==> config.mk <==
export PLATFORM = sky130hd
export DESIGN_NAME = backlight_dimming_control
export DESIGN_NICKNAME = d
export VERILOG_FILES = /design/src/verilog/backlight_dimming_control.v
export VERILOG_INCLUDE_DIRS = /design/src /design/src/verilog
export SDC_FILE = /design/constraint.sdc
export NUM_CORES = 2
export LEC_CHECK = 0
export ABC_CLOCK_PERIOD_IN_PS = 120000
export BUFFER_PORTS_ARGS = -buffer_cell sky130_fd_sc_hd__buf_2
export CAP_MARGIN = 40
export CELL_PAD_IN_SITES_DETAIL_PLACEMENT = 0
export CELL_PAD_IN_SITES_GLOBAL_PLACEMENT = 1
export CORE_MARGIN = 3
export CORE_UTILIZATION = 50
export DETAILED_ROUTE_END_ITERATION = 16
export PLACE_DENSITY_LB_ADDON = 0.05
export SLEW_MARGIN = 20
export SYNTH_ARGS = -nofsm -noshare
export SYNTH_HDL_FRONTEND = slang
export SYNTH_SLANG_ARGS = --single-unit
==> constraint.sdc <==
create_clock -name CLOCK_I -period 120 [get_ports CLOCK_I]
set_input_delay 24 -clock CLOCK_I [delete_from_list [all_inputs] [get_ports CLOCK_I]]
set_output_delay 24 -clock CLOCK_I [all_outputs]
set_load 0.05 [all_outputs]
==> src/verilog/backlight_dimming_control_defs.vh <==
// register offsets, field positions, reset values and timing counts
`ifndef BACKLIGHT_DIMMING_CONTROL_DEFS_VH
`define BACKLIGHT_DIMMING_CONTROL_DEFS_VH
`define REG_BL_ENABLE 8'h01
`define REG_DIM_CONFIG 8'h02
`define REG_RAMP_HYST 8'h03
`define REG_BRIGHT_LSB 8'h04
`define REG_BRIGHT_MSB 8'h05
`define REG_SINK_ENABLE 8'h08
`define REG_FB_DISABLE 8'h10
`define REG_DUTY_LOW 8'h12
`define REG_DUTY_HIGH 8'h13
`define REG_ONOFF_RAMP 8'h14
`define REG_FULL_SCALE 8'h15
`define REG_STATUS 8'h16
`define BIT_BL_ON 0
`define BIT_PWM_EN 0
`define BIT_ONOFF_SHAPE 1
`define BIT_PWM_POL 2
`define BIT_MAP_LINEAR 3
`define RST_BL_ENABLE 8'h00
`define RST_DIM_CONFIG 8'h02
`define RST_RAMP_HYST 8'h00
`define RST_BRIGHT_LSB 8'h07
`define RST_BRIGHT_MSB 8'hff
`define RST_SINK_ENABLE 8'hff
`define RST_FB_DISABLE 8'h00
`define RST_ONOFF_RAMP 8'h44
`define RST_FULL_SCALE 8'hf8
`define FULL_DUTY 11'h7ff
`define CLOCK_HZ 20000000
`define RAMP_UNIT_NS 1000
`define RAMP_UNIT_CYC ((`RAMP_UNIT_NS * (`CLOCK_HZ / 1000000)) / 1000)
`define ONOFF_UNIT_US 512
`define ONOFF_UNIT_CYC (`ONOFF_UNIT_US * (`CLOCK_HZ / 1000000))
`endif

==> src/verilog/backlight_dimming_control.v <==
// eight-channel backlight dimming control logic
`include "backlight_dimming_control_defs.vh"
module backlight_dimming_control #(
	parameter PERIOD_W = 18,
	parameter STEP_SCALE = 1
) (
	input wire CLOCK_I,
	input wire RESET_I,
	input wire HARDWARE_ENABLE_PIN_I,
	input wire PWM_PIN_I,
	input wire [7:0] SINK_GROUNDED_I,
	input wire [7:0] ADDR_I,
	input wire [7:0] WDATA_I,
	input wire WRITE_I,
	input wire READ_I,
	output reg [7:0] RDATA_O,
	output reg [7:0] SINK_ON_O,
	output reg BOOST_ON_O,
	output reg MAPPING_LINEAR_O,
	output reg [4:0] FULL_SCALE_SINK_CURRENT_O,
	output reg [10:0] LEVEL_CODE_O,
	output reg [10:0] LEVEL_DUTY_O
);
	reg en_s1;
	reg en_s2;
	reg pwm_s1;
	reg pwm_s2;
	reg bl_enable;
	reg pwm_en;
	reg pwm_active_low;
	reg map_linear;
	reg onoff_shape;
	reg [7:0] dim_config;
	reg [7:0] ramp_hyst;
	reg [7:0] bright_lsb;
	reg [7:0] bright_msb;
	reg [7:0] sink_enable;
	reg [7:0] fb_disable;
	reg [7:0] onoff_ramp;
	reg [7:0] full_scale;
	reg [7:0] grounded;
	reg [7:0] gnd_s1;
	reg [7:0] gnd_s2;
	reg [10:0] active_code;
	reg [10:0] duty;
	reg [10:0] duty_follow;
	reg [10:0] target;
	reg [10:0] level;
	reg [PERIOD_W-1:0] hi_cnt;
	reg [PERIOD_W-1:0] per_cnt;
	reg pwm_prev;
	reg duty_seen;
	reg dir_up;
	reg start_done;
	reg [31:0] tick;
	reg [31:0] step_cyc;
	wire enabled = en_s2;
	wire [10:0] code_now = active_code;
	wire pwm_level = pwm_s2 ^ pwm_active_low;
	wire pwm_rise = pwm_level & ~pwm_prev;
	wire wr = WRITE_I & enabled;
	wire rd = READ_I & enabled;
	wire [3:0] ramp_sel = ramp_hyst[6:3];
	wire [3:0] hyst_sel = {1'b0, ramp_hyst[2:0]};
	wire [11:0] hyst_lsb = {7'h00, hyst_sel, 1'b0};
	wire [7:0] sinks_use = sink_enable & ~grounded;
	wire all_fb_off = (fb_disable == 8'hff);
	wire bl_wanted = bl_enable & (sinks_use != 8'h00) & (code_now != 11'h000)
		& (~pwm_en | (duty_follow != 11'h000));
	reg [10:0] next_duty;
	reg [PERIOD_W+10:0] prod;
	reg [PERIOD_W+10:0] scaled;

	// input synchronisers
	always @(posedge CLOCK_I or posedge RESET_I) begin
		if (RESET_I) begin
			en_s1 <= 1'b0;
			en_s2 <= 1'b0;
			pwm_s1 <= 1'b0;
			pwm_s2 <= 1'b0;
		end else begin
			en_s1 <= HARDWARE_ENABLE_PIN_I;
			en_s2 <= en_s1;
			pwm_s1 <= PWM_PIN_I;
			pwm_s2 <= pwm_s1;
		end
	end

	// register writes
	always @(posedge CLOCK_I or posedge RESET_I) begin
		if (RESET_I) begin
			dim_config <= `RST_DIM_CONFIG;
			bl_enable <= 1'b0;
			ramp_hyst <= `RST_RAMP_HYST;
			bright_lsb <= `RST_BRIGHT_LSB;
			bright_msb <= `RST_BRIGHT_MSB;
			active_code <= {`RST_BRIGHT_MSB, 3'h7};
			sink_enable <= `RST_SINK_ENABLE;
			fb_disable <= `RST_FB_DISABLE;
			onoff_ramp <= `RST_ONOFF_RAMP;
			full_scale <= `RST_FULL_SCALE;
		end else if (!enabled) begin
			dim_config <= `RST_DIM_CONFIG;
			bl_enable <= 1'b0;
			ramp_hyst <= `RST_RAMP_HYST;
			bright_lsb <= `RST_BRIGHT_LSB;
			bright_msb <= `RST_BRIGHT_MSB;
			active_code <= 11'h7ff;
			sink_enable <= `RST_SINK_ENABLE;
			fb_disable <= `RST_FB_DISABLE;
			onoff_ramp <= `RST_ONOFF_RAMP;
			full_scale <= `RST_FULL_SCALE;
		end else if (wr) begin
			case (ADDR_I)
				`REG_BL_ENABLE: bl_enable <= WDATA_I[`BIT_BL_ON];
				`REG_DIM_CONFIG: dim_config <= WDATA_I;
				`REG_RAMP_HYST: ramp_hyst <= {1'b0, WDATA_I[6:0]};
				`REG_BRIGHT_LSB: bright_lsb <= {5'h00, WDATA_I[2:0]};
				`REG_BRIGHT_MSB: begin
					bright_msb <= WDATA_I;
					active_code <= {WDATA_I, bright_lsb[2:0]};
				end
				`REG_SINK_ENABLE: sink_enable <= WDATA_I;
				`REG_FB_DISABLE: fb_disable <= WDATA_I;
				`REG_ONOFF_RAMP: onoff_ramp <= WDATA_I;
				`REG_FULL_SCALE: full_scale <= {WDATA_I[7:3], 3'h0};
				default: begin
				end
			endcase
		end
	end

	always @* begin
		pwm_en = dim_config[`BIT_PWM_EN];
		onoff_shape = dim_config[`BIT_ONOFF_SHAPE];
		pwm_active_low = dim_config[`BIT_PWM_POL];
		map_linear = dim_config[`BIT_MAP_LINEAR];
	end

	// register reads, one cycle later
	always @(posedge CLOCK_I or posedge RESET_I) begin
		if (RESET_I) begin
			RDATA_O <= 8'h00;
		end else if (rd) begin
			case (ADDR_I)
				`REG_BL_ENABLE: RDATA_O <= {7'h00, bl_enable};
				`REG_DIM_CONFIG: RDATA_O <= dim_config;
				`REG_RAMP_HYST: RDATA_O <= ramp_hyst;
				`REG_BRIGHT_LSB: RDATA_O <= bright_lsb;
				`REG_BRIGHT_MSB: RDATA_O <= bright_msb;
				`REG_SINK_ENABLE: RDATA_O <= sink_enable;
				`REG_FB_DISABLE: RDATA_O <= fb_disable;
				`REG_DUTY_LOW: RDATA_O <= duty[7:0];
				`REG_DUTY_HIGH: RDATA_O <= {5'h00, duty[10:8]};
				`REG_ONOFF_RAMP: RDATA_O <= onoff_ramp;
				`REG_FULL_SCALE: RDATA_O <= full_scale;
				`REG_STATUS: RDATA_O <= {5'h00, duty_seen, BOOST_ON_O, bl_wanted};
				default: RDATA_O <= 8'h00;
			endcase
		end else begin
			RDATA_O <= 8'h00;
		end
	end

	// grounded sink detection at start-up
	always @(posedge CLOCK_I or posedge RESET_I) begin
		if (RESET_I) begin
			start_done <= 1'b0;
		end else if (!enabled || !bl_enable) begin
			start_done <= 1'b0;
		end else if (!start_done) begin
			start_done <= 1'b1;
		end
	end

	// per-sink comparator sync, grounded capture and drive
	genvar ch;
	generate
		for (ch = 0; ch < 8; ch = ch + 1) begin : g_sink
			always @(posedge CLOCK_I or posedge RESET_I) begin
				if (RESET_I) begin
					gnd_s1[ch] <= 1'b0;
					gnd_s2[ch] <= 1'b0;
				end else begin
					gnd_s1[ch] <= SINK_GROUNDED_I[ch];
					gnd_s2[ch] <= gnd_s1[ch];
				end
			end
			always @(posedge CLOCK_I or posedge RESET_I) begin
				if (RESET_I) begin
					grounded[ch] <= 1'b0;
				end else if (enabled && bl_enable && !start_done) begin
					grounded[ch] <= gnd_s2[ch];
				end
			end
			always @(posedge CLOCK_I or posedge RESET_I) begin
				if (RESET_I) begin
					SINK_ON_O[ch] <= 1'b0;
				end else begin
					SINK_ON_O[ch] <= enabled && (level != 11'h000) && sinks_use[ch];
				end
			end
		end
	endgenerate

	// duty measurement on the sampling clock
	always @* begin
		prod = {11'h000, hi_cnt} * {{(PERIOD_W-11){1'b0}}, `FULL_DUTY};
		next_duty = 11'h000;
		if (per_cnt != {PERIOD_W{1'b0}}) begin
			scaled = prod / {11'h000, per_cnt};
			next_duty = (scaled > {{PERIOD_W{1'b0}}, 11'h7ff}) ? 11'h7ff : scaled[10:0];
		end else begin
			scaled = {(PERIOD_W+11){1'b0}};
		end
	end

	always @(posedge CLOCK_I or posedge RESET_I) begin
		if (RESET_I) begin
			hi_cnt <= {PERIOD_W{1'b0}};
			per_cnt <= {PERIOD_W{1'b0}};
			pwm_prev <= 1'b0;
			duty <= 11'h000;
			duty_seen <= 1'b0;
		end else if (!enabled || !pwm_en) begin
			hi_cnt <= {PERIOD_W{1'b0}};
			per_cnt <= {PERIOD_W{1'b0}};
			pwm_prev <= 1'b0;
			duty <= 11'h000;
			duty_seen <= 1'b0;
		end else begin
			pwm_prev <= pwm_level;
			if (pwm_rise) begin
				duty <= next_duty;
				duty_seen <= duty_seen | (next_duty != 11'h000);
				hi_cnt <= {{(PERIOD_W-1){1'b0}}, 1'b1};
				per_cnt <= {{(PERIOD_W-1){1'b0}}, 1'b1};
			end else if (&per_cnt) begin
				duty <= pwm_level ? `FULL_DUTY : 11'h000;
				per_cnt <= {PERIOD_W{1'b0}};
				hi_cnt <= {PERIOD_W{1'b0}};
			end else begin
				per_cnt <= per_cnt + {{(PERIOD_W-1){1'b0}}, 1'b1};
				hi_cnt <= hi_cnt + {{(PERIOD_W-1){1'b0}}, pwm_level};
			end
		end
	end

	// hysteresis on reversals
	always @(posedge CLOCK_I or posedge RESET_I) begin
		if (RESET_I) begin
			duty_follow <= 11'h000;
			dir_up <= 1'b1;
		end else if (!enabled || !pwm_en) begin
			duty_follow <= 11'h000;
			dir_up <= 1'b1;
		end else if (duty > duty_follow) begin
			if (dir_up || ({1'b0, duty} - {1'b0, duty_follow} >= hyst_lsb)) begin
				duty_follow <= duty;
				dir_up <= 1'b1;
			end
		end else if (duty < duty_follow) begin
			if (!dir_up || ({1'b0, duty_follow} - {1'b0, duty} >= hyst_lsb)) begin
				duty_follow <= duty;
				dir_up <= 1'b0;
			end
		end
	end

	// brightness ramp toward target
	always @* begin
		target = bl_wanted ? code_now : 11'h000;
		if (target == level) begin
			step_cyc = 32'd1;
		end else if (!bl_wanted || level == 11'h000) begin
			step_cyc = ({28'h0, (bl_wanted ? onoff_ramp[7:4] : onoff_ramp[3:0])} + 32'd1)
				* `ONOFF_UNIT_CYC * STEP_SCALE / 32'd2047;
		end else begin
			step_cyc = ({28'h0, ramp_sel} + 32'd1) * ({28'h0, ramp_sel} + 32'd1)
				* `RAMP_UNIT_CYC * 32'd2500 * STEP_SCALE / 32'd2047;
		end
		if (step_cyc == 32'd0) begin
			step_cyc = 32'd1;
		end
	end

	always @(posedge CLOCK_I or posedge RESET_I) begin
		if (RESET_I) begin
			level <= 11'h000;
			tick <= 32'd0;
		end else if (!enabled) begin
			level <= 11'h000;
			tick <= 32'd0;
		end else if (target == level) begin
			tick <= 32'd0;
		end else if (tick + 32'd1 >= step_cyc) begin
			tick <= 32'd0;
			level <= (target > level) ? level + 11'h001 : level - 11'h001;
		end else begin
			tick <= tick + 32'd1;
		end
	end

	// outputs: DC level, duty, boost, mapping, full scale
	always @(posedge CLOCK_I or posedge RESET_I) begin
		if (RESET_I) begin
			BOOST_ON_O <= 1'b0;
			MAPPING_LINEAR_O <= 1'b0;
			FULL_SCALE_SINK_CURRENT_O <= 5'h00;
			LEVEL_CODE_O <= 11'h000;
			LEVEL_DUTY_O <= 11'h000;
		end else begin
			BOOST_ON_O <= enabled && level != 11'h000 && !(pwm_en && all_fb_off);
			MAPPING_LINEAR_O <= map_linear;
			FULL_SCALE_SINK_CURRENT_O <= full_scale[7:3];
			LEVEL_CODE_O <= level;
			LEVEL_DUTY_O <= pwm_en ? duty_follow : `FULL_DUTY;
		end
	end
endmodule // backlight_dimming_control

; ---- After elaboration in Yosys (flattened, before gate mapping)
; Cells that the tools add are included.
[totals]
reg_bits = 254
out_inout_bits = 45
word_cells = 246
[classes]
addsub = 9
mul = 5
div_mod_pow = 3
magnitude_cmp = 7
n_eq_ne = 27
mux = 71
n_bitwise = 13
reduce_logical = 49
[ops]
columns = op, count
row1 = two-way mux 11 bit, 20
row2 = two-way mux 8 bit, 25
row3 = two-way mux 32 bit, 6
row4 = two-way mux 18 bit, 6
row5 = one-hot mux 8 bit (12 select lines), 1
row6 = "divider 32 x 11 -> 32 bit, second input constant", 2
row7 = "== test 8 x 5 -> 1 bit, second input constant", 6
row8 = nonzero test 11 bit, 4
row9 = "adder 32 x 1 -> 32 bit, second input constant", 1
row10 = >= comparator 32 bit, 1
row11 = zero test 32 bit, 1
row12 = divider 29 x 18 -> 29 bit, 1
row13 = "greater-than comparator 29 x 11 -> 1 bit, second input constant", 1
row14 = "multiplier 18 x 11 -> 29 bit, second input constant", 1
row15 = >= comparator 12 x 4 -> 1 bit, 2
row16 = subtractor 11 x 11 -> 12 bit, 2
row17 = "multiplier 13 x 10 -> 23 bit, second input constant", 1
row18 = greater-than comparator 11 bit, 2
row19 = "inequality test 2 x 1 -> 1 bit, second input constant", 11
row20 = AND reduction 2 bit, 10
row21 = adder 18 x 1 -> 18 bit, 1
row22 = "adder 18 x 1 -> 18 bit, second input constant", 1
row23 = AND reduction 18 bit, 1
row24 = nonzero test 18 bit, 1
row25 = 31 further kinds, 76

; ---- Longest topological paths before layout
[logic_depth]
depth_word = 18
mapped_depth = 518

; ---- Least setup slack after synthesis
; No wires, ideal clock.
[synth_timing]
path_type = flip-flop to flip-flop
startpoint = reg hi_cnt[5]
endpoint = reg duty[0]
setup_ns = 0.142
t_arrival_ns = 95.141
t_required_ns = 119.858
path_slack_ns = 24.717
path_stages_with_launch = 504
synth_period_minus_slack_ns = 95.283
path_cell_list = dfrtp_1 inv_1 fa_1 fa_1 inv_1 ha_1 fa_1 inv_1 fa_1 inv_1 ha_1 a21oi_1 o21bai_1 a21oi_1 o21bai_1 a21oi_1 o21bai_1 a21oi_1 [... 468 more ...] nor2b_1 o21ai_0 nand2b_1 a21oi_1 nor2b_1 o21ai_0 nand2_1 a21o_1 a21oi_1 nor2b_1 o21ai_0 nand2b_1 a21oi_1 nand3_1 a221oi_1 nand3_1 nor4_1 a31oi_1
[synth_via]
elab_chain_cells = 7
[synth_lines]
columns = item, line_no
row1 = start: declaration, backlight_dimming_control.v:49  ; reg [PERIOD_W-1:0] hi_cnt;
row2 = start signal: assignment, backlight_dimming_control.v:220  ; hi_cnt <= {PERIOD_W{1'b0}};
row3 = start signal: assignment, backlight_dimming_control.v:226  ; hi_cnt <= {PERIOD_W{1'b0}};
row4 = start signal: assignment, backlight_dimming_control.v:236  ; hi_cnt <= {{(PERIOD_W-1){1'b0}}, 1'b1};
row5 = multiplier 18 x 11 -> 29 bit *, backlight_dimming_control.v:208  ; prod = {11'h000, hi_cnt} * {{(PERIOD_W-11){1'b0}}, `FULL_DUTY};
row6 = divider 29 x 18 -> 29 bit *, backlight_dimming_control.v:211  ; scaled = prod / {11'h000, per_cnt};
row7 = greater-than comparator 29 x 11 -> 1 bit, backlight_dimming_control.v:212  ; next_duty = (scaled > {{PERIOD_W{1'b0}}, 11'h7ff}) ? 11'h7ff : scaled[10:0];
row8 = two-way mux 11 bit *, backlight_dimming_control.v:212
row9 = two-way mux 11 bit *, backlight_dimming_control.v:210  ; if (per_cnt != {PERIOD_W{1'b0}}) begin
row10 = two-way mux 11 bit *, backlight_dimming_control.v:233  ; if (pwm_rise) begin
row11 = two-way mux 11 bit *, backlight_dimming_control.v:225  ; end else if (!enabled || !pwm_en) begin
row12 = end signal: assignment, backlight_dimming_control.v:234  ; duty <= next_duty;
row13 = end signal: assignment, backlight_dimming_control.v:239  ; duty <= pwm_level ? `FULL_DUTY : 11'h000;
row14 = end: declaration, backlight_dimming_control.v:45  ; reg [10:0] duty;
; Every way passes the cells marked *; elsewhere a longest branch is shown, timed or not.
; A chain may end at the register's enable or synchronous reset.

; ---- Worst setup path in the final report
; Same ends and word-level chain as after synthesis.

==> metrics <==
HPWL after DPL 103,000 µm; CTS H-tree lvls 1; post-synthesis sequential area ratio 0.139; fraction of final layout cells with drive strength greater than 1 0.0854; DIE HEIGHT 299 µm; initial core utilization 0.508; CTS tree built; postcts setup bufs 0; clk slew on worst S/H paths 0.06 ns; Die Footprint 0.0893 mm²; row cnt 106; GP Congestion 0.912; Yosys warning total 0; Final Hold Viols 0; worst hold margin 0.347 ns; Area Growth Syn to Fin 6.22%; Sink Count 237; CTS Buffer Depth 3; detailed-route DRC error count 0; TritonRoute pass-1 iters 5; type of the worst setup path register to register; port buffer count 74; crit-path most repeated cell o21a_1; Routed WL 128,000 µm; vias in the first global route 38,200; R2R Path Start hi_cnt[5]; Yosys reg bits 237; placed instance count 6,578; ANT nets after route 0; Post-synth EDFFs 0; final core occ 0.540; filler instances 8,168; r2r endpoint duty[0]; CP Launch Type register; DR WL/cell 19.3 µm; first-pass GRT wire length 207,000 µm; Final Max Slew Viols 0; CP max stage cell a2111oi_0; status complete, no violations; Final Cycle Share 0.840; worst slew pin tran 0.852 ns; Synth Instances 5,454; final instance count without filler cells 6,636; skew final 0.0263 ns; max_cap viols 0; Max stage delay on crit path 0.68 ns; Netlist Area Pre-Place 0.0429 mm²; Post-CTS Hold Fix Bufs 0; # IOs 75; worst rel slew slack 0.426; Final nets 6,260; DR vias 40,300; CP Capture Type register; initial antenna violation count 0; synthesized area per cell 7.86 µm²; TritonCTS Buffers 29; Post-synth top flop dfrtp_1; Worst Hold Path EP gnd_s2[2]; FMAX 9.92 MHz; core area 0.0844 mm²; Hold Crit Depth 0; RSZ-0062 raised after global routing no; Crit Path Max Fanout 36; CTS Root Buffer Type clkbuf_16; flop2flop setup slack 19.20 ns; CP required 120.45 ns; # resized after CTS 0; DR vias/cell 6.07; Yosys cell types 139; setup TNS 0 ns; Hold Path Origin gnd_s1[2]; Post-synth ARST share 1.00; largest net degree at the start of global routing 109; Final Critical Period 100.80 ns; die span in x 299 µm; Setup-failing EPs final 0; CP arrival 101.26 ns; 1st-iter DRT viols 3,002; total grt overflow 0; worst reg2reg path depth 478; Worst Hold Class register to register; Worst-Skew Late Latency 0.62 ns; Overall Global Routing Usage 0.279
[stage by stage]
| stage | cell area, µm² | setup slack [ns] |
|---|---|---|
| 5_1_grt | 45500 | 10.19 |
| 6_report | 45500 | 19.20 |
| 2_1_floorplan | 42900 | 24.72 |
| 3_3_place_gp | 44500 | 22.27 |
| 4_1_cts | 45500 | 20.05 |
| 3_5_place_dp | 44600 | 20.45 |
[cells by family (layout without fill, tap and decap cells)]
| logic type | Yosys count | in the layout | synth area share |
|---|---|---|---|
| multiplexers | 139 | 139 | 0.0352 |
| flip-flops | 237 | 237 | 0.139 |
| buffers and inverters | 563 | 595 | 0.0511 |
| adder cells (fa/ha/maj) | 753 | 753 | 0.244 |
| AO/OA/AOI/OAI | 1510 | 1510 | 0.248 |
| XOR/XNOR | 233 | 233 | 0.0502 |
| AND/OR/NAND/NOR | 2017 | 2017 | 0.232 |
| other | 2 | 18 | 0.000175 |
[sequential cells by signal (all words and copies together), names as in the netlist, 5 cells and up]
register                   flops
level                         11
LEVEL_DUTY_O                  11
SINK_ON_O                      8
duty                          11
RDATA_O                        8
bright_msb                     8
onoff_ramp                     8
ramp_hyst                      7
sink_enable                    8
gnd_s1                         8
duty_follow                   11
tick                          32
LEVEL_CODE_O                  11
hi_cnt                        18
full_scale                     5
dim_config                     8
FULL_SCALE_SINK_CURRENT_O      5
grounded                       8
gnd_s2                         8
fb_disable                     8
per_cnt                       18
[critical path: cells and delay by family, from the launching register on]
kind                     cells  cell delay [ns]
AO/OA/AOI/OAI              348            71.74
flip-flops                   1             0.53
adder cells (fa/ha/maj)     35            11.38
buffers and inverters       19             3.86
XOR/XNOR                     1             0.16
multiplexers                 4             0.99
AND/OR/NAND/NOR             71            11.77
[worst max path at each step]
stage | from | end | slack, ns | depth (start not counted)
after floorplan | hi_cnt[5] | duty[0] | 24.72 | 503
after global placement | hi_cnt[1] | duty_seen | 22.27 | 480
after detailed placement | hi_cnt[5] | duty_seen | 20.45 | 480
after CTS | hi_cnt[5] | duty[0] | 20.05 | 478
after global routing | hi_cnt[5] | duty[0] | 10.19 | 481
final | hi_cnt[5] | duty[0] | 19.20 | 478
[cell usage in the layout, fill, tap and decap left out, drive strengths merged, types with 18 or more instances in the layout]
master | synthesis | layout
dfstp | 31 | 31
or4 | 18 | 18
nor2 | 437 | 437
nand2 | 530 | 530
o21a | 278 | 278
nand3 | 201 | 201
nor4 | 37 | 37
or3 | 53 | 53
a211oi | 42 | 42
a21oi | 270 | 270
clkbuf | 125 | 44
xnor2 | 171 | 171
nand2b | 55 | 55
a21boi | 54 | 54
o21ai | 240 | 240
nand4 | 74 | 74
o211ai | 41 | 41
dfrtp | 206 | 206
mux2 | 84 | 84
and2 | 46 | 46
xor2 | 61 | 61
mux2i | 55 | 55
buf | 38 | 140
nor3 | 313 | 313
or2 | 54 | 54
o31ai | 116 | 116
a21o | 115 | 115
o22ai | 22 | 22
ha | 615 | 615
o21bai | 40 | 40
a31oi | 55 | 55
fa | 137 | 137
nor2b | 68 | 68
inv | 400 | 403
and3 | 64 | 64
[layout make-up]
class	instances	area, µm²	area share
Antenna cell	1	2.50	0.0000549
Clock inverter	11	95.1	0.00209
Multi-Input combinational cell	4669	34800	0.764
Clock buffer	43	828	0.0182
Sequential cell	237	5970	0.131
Inverter	400	1510	0.0331
Timing Repair Buffer	141	906	0.0199
Tap cell	1134	1420	0.0312
[metal layers]
| metal | global-route usage | up-vias | wire, µm |
|---|---|---|---|
| met5 | 0 | - | 0 |
| met4 | 0.0588 | 0 | 2850 |
| met3 | 0.0264 | 163 | 6770 |
| met2 | 0.448 | 987 | 56700 |
| met1 | 0.407 | 19100 | 61900 |
| li1 | - | 20000 | - |
[cell usage after synthesis (114+ instances only)]
cell type    n  share of area
nand2_1    530          0.046
a21oi_1    265          0.031
a21o_1     114          0.020
ha_1       615           0.18
xnor2_1    166          0.034
dfrtp_1    206           0.12
clkbuf_1   125          0.011
nand3_1    198          0.023
nor2_1     433          0.038
o21a_1     276          0.048
fa_1       137          0.064
o21ai_0    200          0.023
nor3_1     309          0.036
inv_1      399          0.035
Power is left out: the tool's default activity adds up to more than one toggle a clock period on the data nets, which glitch-free logic cannot reach.
